==> config.mk <==
export PLATFORM = sky130hd
export DESIGN_NAME = lookup_engine_control
export DESIGN_NICKNAME = d
export VERILOG_FILES = /design/src/lookup_engine_control_pkg.sv /design/src/lookup_engine_control.sv
export SDC_FILE = /design/constraint.sdc
export NUM_CORES = 1
export LEC_CHECK = 0
export BUFFER_PORTS_ARGS = -buffer_cell sky130_fd_sc_hd__clkbuf_2
export CORE_MARGIN = 2
export CORE_UTILIZATION = 44
export CTS_CLUSTER_SIZE = 25
export DETAILED_ROUTE_END_ITERATION = 12
export GPL_ROUTABILITY_DRIVEN = 1
export HOLD_SLACK_MARGIN = 0.05
export PLACE_DENSITY = 0.84
export SLEW_MARGIN = 10
export SYNTH_ARGS = -nofsm -noshare
export SYNTH_HDL_FRONTEND = slang
export SYNTH_SLANG_ARGS = --single-unit
==> constraint.sdc <==
create_clock -name i_clock -period 3.7 [get_ports i_clock]
set_input_delay 0.37 -clock i_clock [delete_from_list [all_inputs] [get_ports i_clock]]
set_output_delay 0.37 -clock i_clock [all_outputs]
set_load 0.005 [all_outputs]
==> src/lookup_engine_control_pkg.sv <==
// constants and types for the lookup engine control registers
package lookup_engine_control_pkg;
	localparam int          ADDR_W          = 16;
	localparam int          DATA_W          = 8;
	localparam int          NUM_PORTS       = 3;
	localparam int          PORT_IDX_W      = 2;
	localparam int          MAC_W           = 48;
	// host port sits at the highest index
	localparam int          HOST_PORT       = 2;

	localparam logic [15:0] ADDR_CTRL_1     = 16'h0311;
	localparam logic [15:0] ADDR_CTRL_2     = 16'h0312;

	localparam logic [7:0]  CTRL_1_RESET    = 8'h0C;
	localparam logic [7:0]  CTRL_2_RESET    = 8'h00;
	localparam logic [7:0]  READ_IDLE       = 8'h00;

	// first lookup control register fields
	localparam int          B_LEARN_DIS     = 7;
	localparam int          B_SELF_FILT     = 6;
	localparam int          B_FLUSH_ALL     = 5;
	localparam int          B_FLUSH_MSTP    = 4;
	localparam int          B_MC_SA_FWD     = 3;
	localparam int          B_AGING_EN      = 2;
	localparam int          B_FAST_AGING    = 1;
	localparam int          B_LINKDN_FLUSH  = 0;

	// second lookup control register fields
	localparam int          B_DT_MC_TRAP    = 6;
	localparam int          B_DYN_EGR_FILT  = 5;
	localparam int          B_STA_EGR_FILT  = 4;
	localparam int          F_FLUSH_OPT_HI  = 3;
	localparam int          F_FLUSH_OPT_LO  = 2;
	localparam int          F_MACA_PRIO_HI  = 1;
	localparam int          F_MACA_PRIO_LO  = 0;

	// flush option codes
	localparam logic [1:0]  FLUSH_OPT_NONE  = 2'h0;
	localparam logic [1:0]  FLUSH_OPT_DYN   = 2'h1;
	localparam logic [1:0]  FLUSH_OPT_STA   = 2'h2;
	localparam logic [1:0]  FLUSH_OPT_BOTH  = 2'h3;

	// first octet least significant bit marks a group address
	localparam int          SA_GROUP_BIT    = 40;

	typedef enum logic [0:0] {
		FL_IDLE,
		FL_RUN
	} flush_state_t;

	typedef enum logic [1:0] {
		KIND_ALL,
		KIND_MSTP,
		KIND_PORT
	} flush_kind_t;
endpackage

==> src/lookup_engine_control.sv <==
// lookup engine control registers and the decisions they steer
// Summary of operation
// RQ1 - control one bit seven set stops unicast source address learning
// RQ2 - global self filter plus port enable drops frames from our own MAC
// RQ3 - writing one to bit five starts a whole table flush, self clearing
// RQ4 - writing one to bit four flushes MSTP matched entries, self clearing
// RQ5 - bit three set forwards multicast source frames, clear drops them
// RQ6 - bit two enables aging, default one
// RQ7 - bit one selects fast aging, default normal
// RQ8 - bit zero flushes entries of a port whose link goes down
// RQ9 - double tag mode with trap bit sends reserved multicast to host only
// RQ10 - dynamic hit with bit five ANDs lookup map with VLAN map
// RQ11 - static hit with bit four ANDs lookup map with VLAN map
// RQ12 - software should enable egress filtering with VLANs; both reset zero
// RQ13 - flush option picks none, dynamic, static or both entry types
// RQ14 - trigger bit reads one while flushing, zero after the walk ends
`timescale 1ns/10ps
module lookup_engine_control (
	input  wire logic                                         i_clock,
	input  wire logic                                         i_arst_n,
	input  wire logic [lookup_engine_control_pkg::ADDR_W-1:0] i_addr,
	input  wire logic [lookup_engine_control_pkg::DATA_W-1:0] i_wdata,
	input  wire logic                                         i_wr,
	input  wire logic                                         i_rd,
	output logic      [lookup_engine_control_pkg::DATA_W-1:0] o_rdata,
	input  wire logic [lookup_engine_control_pkg::MAC_W-1:0]  i_switch_mac,
	input  wire logic [lookup_engine_control_pkg::NUM_PORTS-1:0] i_port_self_filt_en,
	input  wire logic                                         i_sa_valid,
	input  wire logic [lookup_engine_control_pkg::PORT_IDX_W-1:0] i_sa_port,
	input  wire logic [lookup_engine_control_pkg::MAC_W-1:0]  i_sa,
	output logic                                              o_sa_result_valid,
	output logic                                              o_sa_drop_self,
	output logic                                              o_sa_drop_mcast,
	input  wire logic                                         i_lookup_valid,
	input  wire logic                                         i_lookup_hit,
	input  wire logic                                         i_lookup_static,
	input  wire logic                                         i_lookup_reserved_mc,
	input  wire logic                                         i_double_tag_mode,
	input  wire logic [lookup_engine_control_pkg::NUM_PORTS-1:0] i_lookup_map,
	input  wire logic [lookup_engine_control_pkg::NUM_PORTS-1:0] i_vlan_map,
	output logic                                              o_fwd_valid,
	output logic      [lookup_engine_control_pkg::NUM_PORTS-1:0] o_fwd_map,
	input  wire logic [lookup_engine_control_pkg::NUM_PORTS-1:0] i_link_up,
	input  wire logic                                         i_flush_done,
	output logic                                              o_flush_start,
	output lookup_engine_control_pkg::flush_kind_t            o_flush_kind,
	output logic      [lookup_engine_control_pkg::NUM_PORTS-1:0] o_flush_port_mask,
	output logic                                              o_flush_dynamic,
	output logic                                              o_flush_static,
	output logic                                              o_learn_disable,
	output logic                                              o_aging_enable,
	output logic                                              o_fast_aging,
	output logic      [1:0]                                   o_maca_prio
);
	import lookup_engine_control_pkg::*;

	logic [DATA_W-1:0]    ctrl_1_ff;
	logic [DATA_W-1:0]    ctrl_2_ff;
	logic                 flush_all_ff;
	logic                 flush_mstp_ff;
	logic [NUM_PORTS-1:0] ld_pend_ff;
	logic [NUM_PORTS-1:0] link_up_q_ff;
	logic [DATA_W-1:0]    rdata_ff;
	flush_state_t         state_ff;
	flush_kind_t          kind_ff;
	logic [NUM_PORTS-1:0] port_mask_ff;
	logic                 start_ff;
	logic                 opt_dyn_ff;
	logic                 opt_sta_ff;
	logic                 sa_valid_ff;
	logic                 drop_self_ff;
	logic                 drop_mcast_ff;
	logic                 fwd_valid_ff;
	logic [NUM_PORTS-1:0] fwd_map_ff;

	logic                 wr_1;
	logic                 wr_2;
	logic [1:0]           flush_opt;
	logic                 run_done;
	logic                 clr_all;
	logic                 clr_mstp;
	logic [NUM_PORTS-1:0] clr_ld;
	logic [NUM_PORTS-1:0] link_fall;
	logic                 pick_all;
	logic                 pick_mstp;
	logic                 pick_port;
	logic [NUM_PORTS-1:0] nxt_port_mask;
	logic                 self_port_en;
	logic                 egr_filt;
	logic [NUM_PORTS-1:0] nxt_fwd_map;

	assign wr_1      = i_wr && (i_addr == ADDR_CTRL_1);
	assign wr_2      = i_wr && (i_addr == ADDR_CTRL_2);
	assign flush_opt = ctrl_2_ff[F_FLUSH_OPT_HI:F_FLUSH_OPT_LO];
	assign link_fall = link_up_q_ff & ~i_link_up;

	// plain control bits; the flush triggers live in their own flops
	always_ff @(posedge i_clock or negedge i_arst_n) begin
		if (!i_arst_n) begin
			ctrl_1_ff <= CTRL_1_RESET;
		end else if (wr_1) begin
			ctrl_1_ff <= i_wdata;
		end
	end

	always_ff @(posedge i_clock or negedge i_arst_n) begin
		if (!i_arst_n) begin
			ctrl_2_ff <= CTRL_2_RESET; // [RQ12]
		end else if (wr_2) begin
			ctrl_2_ff <= i_wdata;
		end
	end

	// one flush at a time; whole table first, then MSTP, then link down
	assign pick_all  = flush_all_ff;
	assign pick_mstp = !flush_all_ff && flush_mstp_ff;
	assign pick_port = !flush_all_ff && !flush_mstp_ff && (ld_pend_ff != '0);

	always_comb begin
		nxt_port_mask = '0;
		for (int p = NUM_PORTS - 1; p >= 0; p--) begin
			if (ld_pend_ff[p]) begin
				nxt_port_mask = '0;
				nxt_port_mask[p] = 1'b1;
			end
		end
	end

	// option none removes nothing, so the request finishes without a walk
	assign run_done = (state_ff == FL_RUN) && i_flush_done;

	always_comb begin
		clr_all  = 1'b0;
		clr_mstp = 1'b0;
		clr_ld   = '0;
		if (state_ff == FL_IDLE && flush_opt == FLUSH_OPT_NONE) begin
			clr_all  = pick_all; // [RQ13]
			clr_mstp = pick_mstp;
			clr_ld   = pick_port ? nxt_port_mask : '0;
		end else if (run_done) begin
			clr_all  = (kind_ff == KIND_ALL);
			clr_mstp = (kind_ff == KIND_MSTP);
			clr_ld   = (kind_ff == KIND_PORT) ? port_mask_ff : '0;
		end
	end

	// a write of one in the cycle of completion wins and starts again
	always_ff @(posedge i_clock or negedge i_arst_n) begin
		if (!i_arst_n) begin
			flush_all_ff <= 1'b0;
		end else if (wr_1 && i_wdata[B_FLUSH_ALL]) begin
			flush_all_ff <= 1'b1; // [RQ3]
		end else if (clr_all) begin
			flush_all_ff <= 1'b0; // [RQ14]
		end
	end

	always_ff @(posedge i_clock or negedge i_arst_n) begin
		if (!i_arst_n) begin
			flush_mstp_ff <= 1'b0;
		end else if (wr_1 && i_wdata[B_FLUSH_MSTP]) begin
			flush_mstp_ff <= 1'b1; // [RQ4]
		end else if (clr_mstp) begin
			flush_mstp_ff <= 1'b0; // [RQ14]
		end
	end

	// link state comes from logic on this clock, so no synchroniser
	always_ff @(posedge i_clock or negedge i_arst_n) begin
		if (!i_arst_n) begin
			link_up_q_ff <= '0;
		end else begin
			link_up_q_ff <= i_link_up;
		end
	end

	// pending port flushes; a fresh link drop beats the clear
	always_ff @(posedge i_clock or negedge i_arst_n) begin
		if (!i_arst_n) begin
			ld_pend_ff <= '0;
		end else begin
			ld_pend_ff <= (ld_pend_ff & ~clr_ld)
				| (link_fall & {NUM_PORTS{ctrl_1_ff[B_LINKDN_FLUSH]}}); // [RQ8]
		end
	end

	always_ff @(posedge i_clock or negedge i_arst_n) begin
		if (!i_arst_n) begin
			state_ff     <= FL_IDLE;
			kind_ff      <= KIND_ALL;
			port_mask_ff <= '0;
			start_ff     <= 1'b0;
			opt_dyn_ff   <= 1'b0;
			opt_sta_ff   <= 1'b0;
		end else begin
			start_ff <= 1'b0;
			unique case (state_ff)
				FL_IDLE: begin
					if ((pick_all || pick_mstp || pick_port)
						&& flush_opt != FLUSH_OPT_NONE) begin
						state_ff   <= FL_RUN;
						start_ff   <= 1'b1;
						// option is latched so a change mid walk cannot split it
						opt_dyn_ff <= (flush_opt == FLUSH_OPT_DYN)
							|| (flush_opt == FLUSH_OPT_BOTH); // [RQ13]
						opt_sta_ff <= (flush_opt == FLUSH_OPT_STA)
							|| (flush_opt == FLUSH_OPT_BOTH);
						if (pick_all) begin
							kind_ff      <= KIND_ALL;
							port_mask_ff <= {NUM_PORTS{1'b1}};
						end else if (pick_mstp) begin
							kind_ff      <= KIND_MSTP;
							port_mask_ff <= {NUM_PORTS{1'b1}};
						end else begin
							kind_ff      <= KIND_PORT;
							port_mask_ff <= nxt_port_mask;
						end
					end
				end
				FL_RUN: begin
					if (i_flush_done) begin
						state_ff   <= FL_IDLE;
						opt_dyn_ff <= 1'b0;
						opt_sta_ff <= 1'b0;
					end
				end
			endcase
		end
	end

	// source address checks, one cycle after the address is presented
	always_comb begin
		self_port_en = 1'b0;
		for (int p = 0; p < NUM_PORTS; p++) begin
			if (i_sa_port == PORT_IDX_W'(p)) begin
				self_port_en = i_port_self_filt_en[p];
			end
		end
	end

	always_ff @(posedge i_clock or negedge i_arst_n) begin
		if (!i_arst_n) begin
			sa_valid_ff   <= 1'b0;
			drop_self_ff  <= 1'b0;
			drop_mcast_ff <= 1'b0;
		end else begin
			sa_valid_ff   <= i_sa_valid;
			drop_self_ff  <= i_sa_valid && ctrl_1_ff[B_SELF_FILT] && self_port_en
				&& (i_sa == i_switch_mac); // [RQ2]
			drop_mcast_ff <= i_sa_valid && !ctrl_1_ff[B_MC_SA_FWD]
				&& i_sa[SA_GROUP_BIT]; // [RQ5]
		end
	end

	// forwarding map: trap first, then egress VLAN filtering
	assign egr_filt = i_lookup_static ? ctrl_2_ff[B_STA_EGR_FILT] // [RQ11]
		: ctrl_2_ff[B_DYN_EGR_FILT]; // [RQ10]

	always_comb begin
		nxt_fwd_map = i_lookup_map;
		if (i_double_tag_mode && i_lookup_reserved_mc && ctrl_2_ff[B_DT_MC_TRAP]) begin
			nxt_fwd_map = '0;
			nxt_fwd_map[HOST_PORT] = 1'b1; // [RQ9]
		end else if (i_lookup_hit && egr_filt) begin
			nxt_fwd_map = i_lookup_map & i_vlan_map; // [RQ10] [RQ11]
		end
	end

	always_ff @(posedge i_clock or negedge i_arst_n) begin
		if (!i_arst_n) begin
			fwd_valid_ff <= 1'b0;
			fwd_map_ff   <= '0;
		end else begin
			fwd_valid_ff <= i_lookup_valid;
			fwd_map_ff   <= i_lookup_valid ? nxt_fwd_map : '0;
		end
	end

	// read data stands only in the cycle after the strobe
	always_ff @(posedge i_clock or negedge i_arst_n) begin
		if (!i_arst_n) begin
			rdata_ff <= READ_IDLE;
		end else if (i_rd && i_addr == ADDR_CTRL_1) begin
			rdata_ff <= ctrl_1_ff;
			rdata_ff[B_FLUSH_ALL]  <= flush_all_ff; // [RQ14]
			rdata_ff[B_FLUSH_MSTP] <= flush_mstp_ff;
		end else if (i_rd && i_addr == ADDR_CTRL_2) begin
			rdata_ff <= ctrl_2_ff;
		end else begin
			rdata_ff <= READ_IDLE;
		end
	end

	assign o_rdata           = rdata_ff;
	assign o_sa_result_valid = sa_valid_ff;
	assign o_sa_drop_self    = drop_self_ff;
	assign o_sa_drop_mcast   = drop_mcast_ff;
	assign o_fwd_valid       = fwd_valid_ff;
	assign o_fwd_map         = fwd_map_ff;
	assign o_flush_start     = start_ff;
	assign o_flush_kind      = kind_ff;
	assign o_flush_port_mask = port_mask_ff;
	assign o_flush_dynamic   = opt_dyn_ff;
	assign o_flush_static    = opt_sta_ff;
	assign o_learn_disable   = ctrl_1_ff[B_LEARN_DIS]; // [RQ1]
	assign o_aging_enable    = ctrl_1_ff[B_AGING_EN]; // [RQ6]
	assign o_fast_aging      = ctrl_1_ff[B_FAST_AGING]; // [RQ7]
	assign o_maca_prio       = ctrl_2_ff[F_MACA_PRIO_HI:F_MACA_PRIO_LO];
endmodule

* Word level (Yosys, flattened, before mapping)
Cells that the tools add are included.
** Storage, ports and cells
- Flip-flop bits (word level) :: 48
- Input bits :: 145
- Output and inout bits :: 28
** Cells by class
- Equal/unequal tests :: 12
- Muxes and demuxes :: 37
- Bitwise operators :: 8
- Reductions and logical operators :: 36
** Operator list (count)
- 48-bit == test :: 1
- 3-bit two-way mux :: 12
- 16-bit by 10-bit == test with 1-bit output, second input constant :: 2
- 1-bit logical AND :: 20
- 1-bit two-way mux :: 18
- 8-bit two-way mux :: 2
- 3-bit bitwise AND :: 4
- 2-bit == test, second input constant :: 4
- 2-bit by 1-bit == test with 1-bit output, second input constant :: 3
- 2-bit logical NOT :: 3
- 3-bit NOT :: 2
- 1-bit case mux with 2 select lines :: 3
- 2-bit nonzero test :: 3
- 1-bit logical OR :: 4
- 2-bit two-way mux :: 2
- 2-bit AND reduction :: 2
- 1-bit logical NOT :: 3
- 3-bit bitwise OR :: 1
- 3-bit nonzero test :: 1
- 2-bit by 1-bit != test with 1-bit output, second input constant :: 1
- 2-bit != test, second input constant :: 1
- 1-bit NOT :: 1

* Logic depth before layout (Yosys ltp)
- Depth after elaboration :: 8
- Depth in mapped cells :: 5
- Mapped depth without buffers :: 4

* Worst setup path after synthesis
OpenSTA, ideal clock, no wires.
- Path kind :: input to register
- Start :: input i_addr[3] in the netlist's numbering
- End :: register ctrl_1_ff[0]
- Library setup time :: 0.125 ns
- Arrival time :: 1.679 ns
- Data required time :: 3.575 ns
- Setup slack :: 1.896 ns
- Cell stages on the path :: 5
- Path through :: or4b_4 -> nor3_1 -> and3_1 -> buf_4 -> mux2_2
** Between the ends
- Longest elaborated chain between the ends :: 2
** RTL lines
- start: declaration :: RTL line lookup_engine_control.sv:21 : input wire logic [lookup_engine_control_pkg::ADDR_W-1:0] i_addr,
- 16-bit by 10-bit == test with 1-bit output :: RTL line lookup_engine_control.sv:92 : assign wr_1 = i_wr && (i_addr == ADDR_CTRL_1);
- 1-bit logical AND :: RTL line lookup_engine_control.sv:92
- end signal: assignment :: RTL line lookup_engine_control.sv:102 : ctrl_1_ff <= i_wdata;
- end: declaration :: RTL line lookup_engine_control.sv:57 : logic [DATA_W-1:0] ctrl_1_ff;
No other way between the ends.
A chain may end at the register's enable or synchronous reset.

* Final worst setup path
- Start :: register ctrl_2_ff[3]
- End :: register ld_pend_ff[2]
** Between the ends
- Longest elaborated chain between the ends :: 6
** RTL lines
- start: declaration :: RTL line lookup_engine_control.sv:58 : logic [DATA_W-1:0] ctrl_2_ff;
- start signal: assignment :: RTL line lookup_engine_control.sv:110 : ctrl_2_ff <= i_wdata;
- 2-bit logical NOT :: RTL line lookup_engine_control.sv:136 : if (state_ff == FL_IDLE && flush_opt == FLUSH_OPT_NONE) begin
- 1-bit logical AND :: RTL line lookup_engine_control.sv:136
- 3-bit two-way mux :: RTL line lookup_engine_control.sv:136
- 3-bit NOT :: RTL line lookup_engine_control.sv:182 : ld_pend_ff <= (ld_pend_ff & ~clr_ld)
- 3-bit bitwise AND :: RTL line lookup_engine_control.sv:182
- 3-bit bitwise OR :: RTL line lookup_engine_control.sv:183 : | (link_fall & {NUM_PORTS{ctrl_1_ff[B_LINKDN_FLUSH]}});
- end signal: assignment :: RTL line lookup_engine_control.sv:182
- end: declaration :: RTL line lookup_engine_control.sv:61 : logic [NUM_PORTS-1:0] ld_pend_ff;
No other way between the ends.

==> run summary <==
Status - finished, final reports clean
# port buffers - 172
Maximum vdd drop - 0.1950 mV
DRT iter0 DRCs - 56
Clock transition at the registers of the reported paths - 0.08 ns
GRT Util Overall - 22.39%
Rows - 27
Post-Syn Area - 2446 um^2
Leading post-synthesis cells by cell area - dfrtp_1 (45%), xor2_1 (16%), mux2_2 (7.4%), nor2_1 (3.1%), nor4_1 (3.1%)
Hold Path Class - in2reg
Clock Path Buffers - 2
Dpl hpwl - 5.644 mm
Initial Util - 44.97%
Hold-fix buffers, CTS - 0
Die Y-Extent - 78.56 um
Postcts setup bufs - 0
CTS tree - yes
Vias in the first global route - 2442
CTS resizes - 0
Endpoints failing setup - 0
Critical Path End Type - flip-flop
LEAKAGE - 1.876 nW
First-pass GRT wire length - 10.78 mm
Die width - 78.56 um
Tmin final - 1.851 ns
IO Pins - 173
Overall Power - 961.7 uW
Non-filler cells in the finished layout - 472
Layout area overhead - 41.28%
Dpl cells - 464
PwrDens - 278.3 nW/um^2
Inserted Diodes - 0
Root Buffer - clkbuf_8
Hold Vio Cnt, Final - 0
Core area - 5439 um^2
Required time of the critical path - 3.88 ns
Initial antenna violation count - 0
Post-route ant nets - 0
Drt total wl - 6.675 mm
Sequential area share after synthesis - 47.16%
Achievable Freq - 540.3 MHz
Residual DRC - 0
Largest net degree at the start of global routing - 47
Layout cells sized above 1 - 50.50%
Number of synthesized register bits - 46
Post-Syn Nets - 370
Clk_lat worst skew - 0.30 ns
GR Overflow Total - 0
Worst-Margin Slew - 0.9861 ns
Vias per cell - 5.023
Final slew viol count - 0
Startpoint types - flip-flop
TritonRoute pass-1 iters - 4
Synth area leader - dfrtp_1
Nets - 544
Syn_area_per_cell - 10.87 um^2
# H-tree levels - 2
TritonCTS Buffers - 5
Routability cong. - 0.8127
Synth cell types - 41
Worst Clk Skew - 0.007849 ns
Arr. time, crit path - 2.03 ns
Via Count - 2371
Max Fanout on Critical Path - 6
Avg WL per Cell - 14.14 um
Max cap viols - 0
Tcrit/Tclk final - 50.02%
Die footprint - 6172 um^2
Yosys top cell area share - 45.01%
Final TNS setup - 0 ns
RSZ-0062 raised after global routing - no
Synth warn - 0
Clock Sinks - 46
Slew headroom - 34.26%
Cells after Synth - 225
Crit Path Class - reg2reg
[flip-flops by register name, summed over array words and instances, names as in the netlist, 2 cells and up]
name / flops
ctrl_1_ff: 6
ctrl_2_ff: 8
ld_pend_ff: 3
link_up_q_ff: 3
o_flush_kind: 2
o_flush_port_mask: 3
o_fwd_map: 3
o_rdata: 8
[cell usage in the layout (no fill, tap or decap), types with 2 or more instances in the layout]
cell | netlist | layout
clkbuf_2 | 0 | 171
xor2_1 | 45 | 45
dfrtp_1 | 44 | 44
nor2_1 | 20 | 20
nand2_1 | 16 | 16
mux2_2 | 16 | 16
nor4_1 | 12 | 12
a22oi_1 | 8 | 8
nor3_1 | 5 | 5
nand3b_1 | 5 | 5
clkbuf_8 | 0 | 5
nor2b_1 | 4 | 4
inv_1 | 4 | 4
nand3_1 | 3 | 3
o21ai_0 | 3 | 3
nand4_1 | 3 | 3
and4b_1 | 2 | 2
o2111a_1 | 2 | 2
a21o_1 | 2 | 2
a31oi_1 | 2 | 2
a21oi_1 | 2 | 2
a32o_1 | 2 | 2
dfstp_2 | 2 | 2
[path summary, 6_finish.rpt]
kind,start,end,slack [ns],cells past startpoint
max in group asynchronous,i_arst_n,o_flush_start,2.86,1
hold / removal,i_link_up[1],link_up_q_ff[1],0.18,1
hold reg to reg,link_up_q_ff[2],ld_pend_ff[2],0.51,2
min in group asynchronous,i_arst_n,ctrl_2_ff[0],0.22,1
setup reg to reg,ctrl_2_ff[3],ld_pend_ff[2],1.85,4
setup / recovery,ctrl_2_ff[3],ld_pend_ff[2],1.85,4
[Yosys cell counts]
library cell / instances
buf_2: 1
xnor2_1: 1
o2111a_1: 2
nand4_4: 1
o211ai_1: 1
a31oi_1: 2
nor3b_2: 1
nand4_1: 3
nand3_1: 3
or4_1: 1
dfrtp_1: 44
o21ai_0: 3
a2bb2oi_1: 1
o311a_1: 1
nand2b_1: 1
nor4_1: 12
nor2_1: 20
a211oi_1: 1
buf_4: 3
nor2b_1: 4
o221a_2: 1
a22oi_1: 8
dfstp_2: 2
mux2_2: 16
and4b_1: 2
a2111oi_0: 1
or3_1: 1
clkbuf_1: 2
o311ai_1: 1
nand3b_1: 5
a21o_1: 2
inv_1: 4
nand2_1: 16
a22o_1: 1
a32o_1: 2
or4b_4: 1
a21boi_0: 1
a21oi_1: 2
nor3_1: 5
xor2_1: 45
and3_1: 1
[critical path, stage by stage, from the launching register on]
cell	delay (ns)
dfrtp_1	0.44
or3_1	0.43
or4_1	0.54
o311ai_1	0.25
nand2_1	0.07
[layout make-up]
class | count | area, um^2
Timing Repair Buffer | 173 | 868.3
Sequential cell | 46 | 1154
Clock buffer | 6 | 72.57
Tap cell | 72 | 90.09
Multi-Input combinational cell | 169 | 1242
Fill cell | 480 | 1983
Clock inverter | 2 | 13.76
Inverter | 4 | 15.01
[report_power, final]
part / leakage, nW / internal (mW) / total (mW) / switching (mW)
Combinational: 1.21 / 0.0861 / 0.155 / 0.0684
Sequential: 0.620 / 0.507 / 0.509 / 0.00151
Clock: 0.0452 / 0.133 / 0.298 / 0.165
[stage by stage]
stage	utilization, %	hold WS, ns	area, um^2	setup slack [ns]
2_1_floorplan	-	0.07441	2446	1.896
3_3_place_gp	61.95	0.4892	3369	1.649
3_5_place_dp	61.95	0.4910	3369	1.621
4_1_cts	63.54	0.1717	3456	1.854
5_1_grt	63.54	0.1809	3456	1.770
6_report	63.54	0.1789	3456	1.849
[kinds of logic after synthesis]
kind of cell,Yosys count,synth area share [%]
XOR/XNOR,46,16.47
multiplexers,16,7.366
flip-flops,46,47.16
buffers and inverters,10,2.046
AND/OR/NAND/NOR,77,17.39
AO/OA/AOI/OAI,30,9.565
[per-layer routing]
| metal | track usage (%) | wire, um | vias up |
|---|---|---|---|
| met5 | 0 | 0 | - |
| met3 | 5.287 | 486 | 15 |
| met1 | 22.92 | 2282 | 1103 |
| met2 | 42.82 | 3732 | 98 |
| met4 | 9.649 | 174 | 0 |
| li1 | - | - | 1155 |
Note: power is estimated with default switching activity, not from simulation.
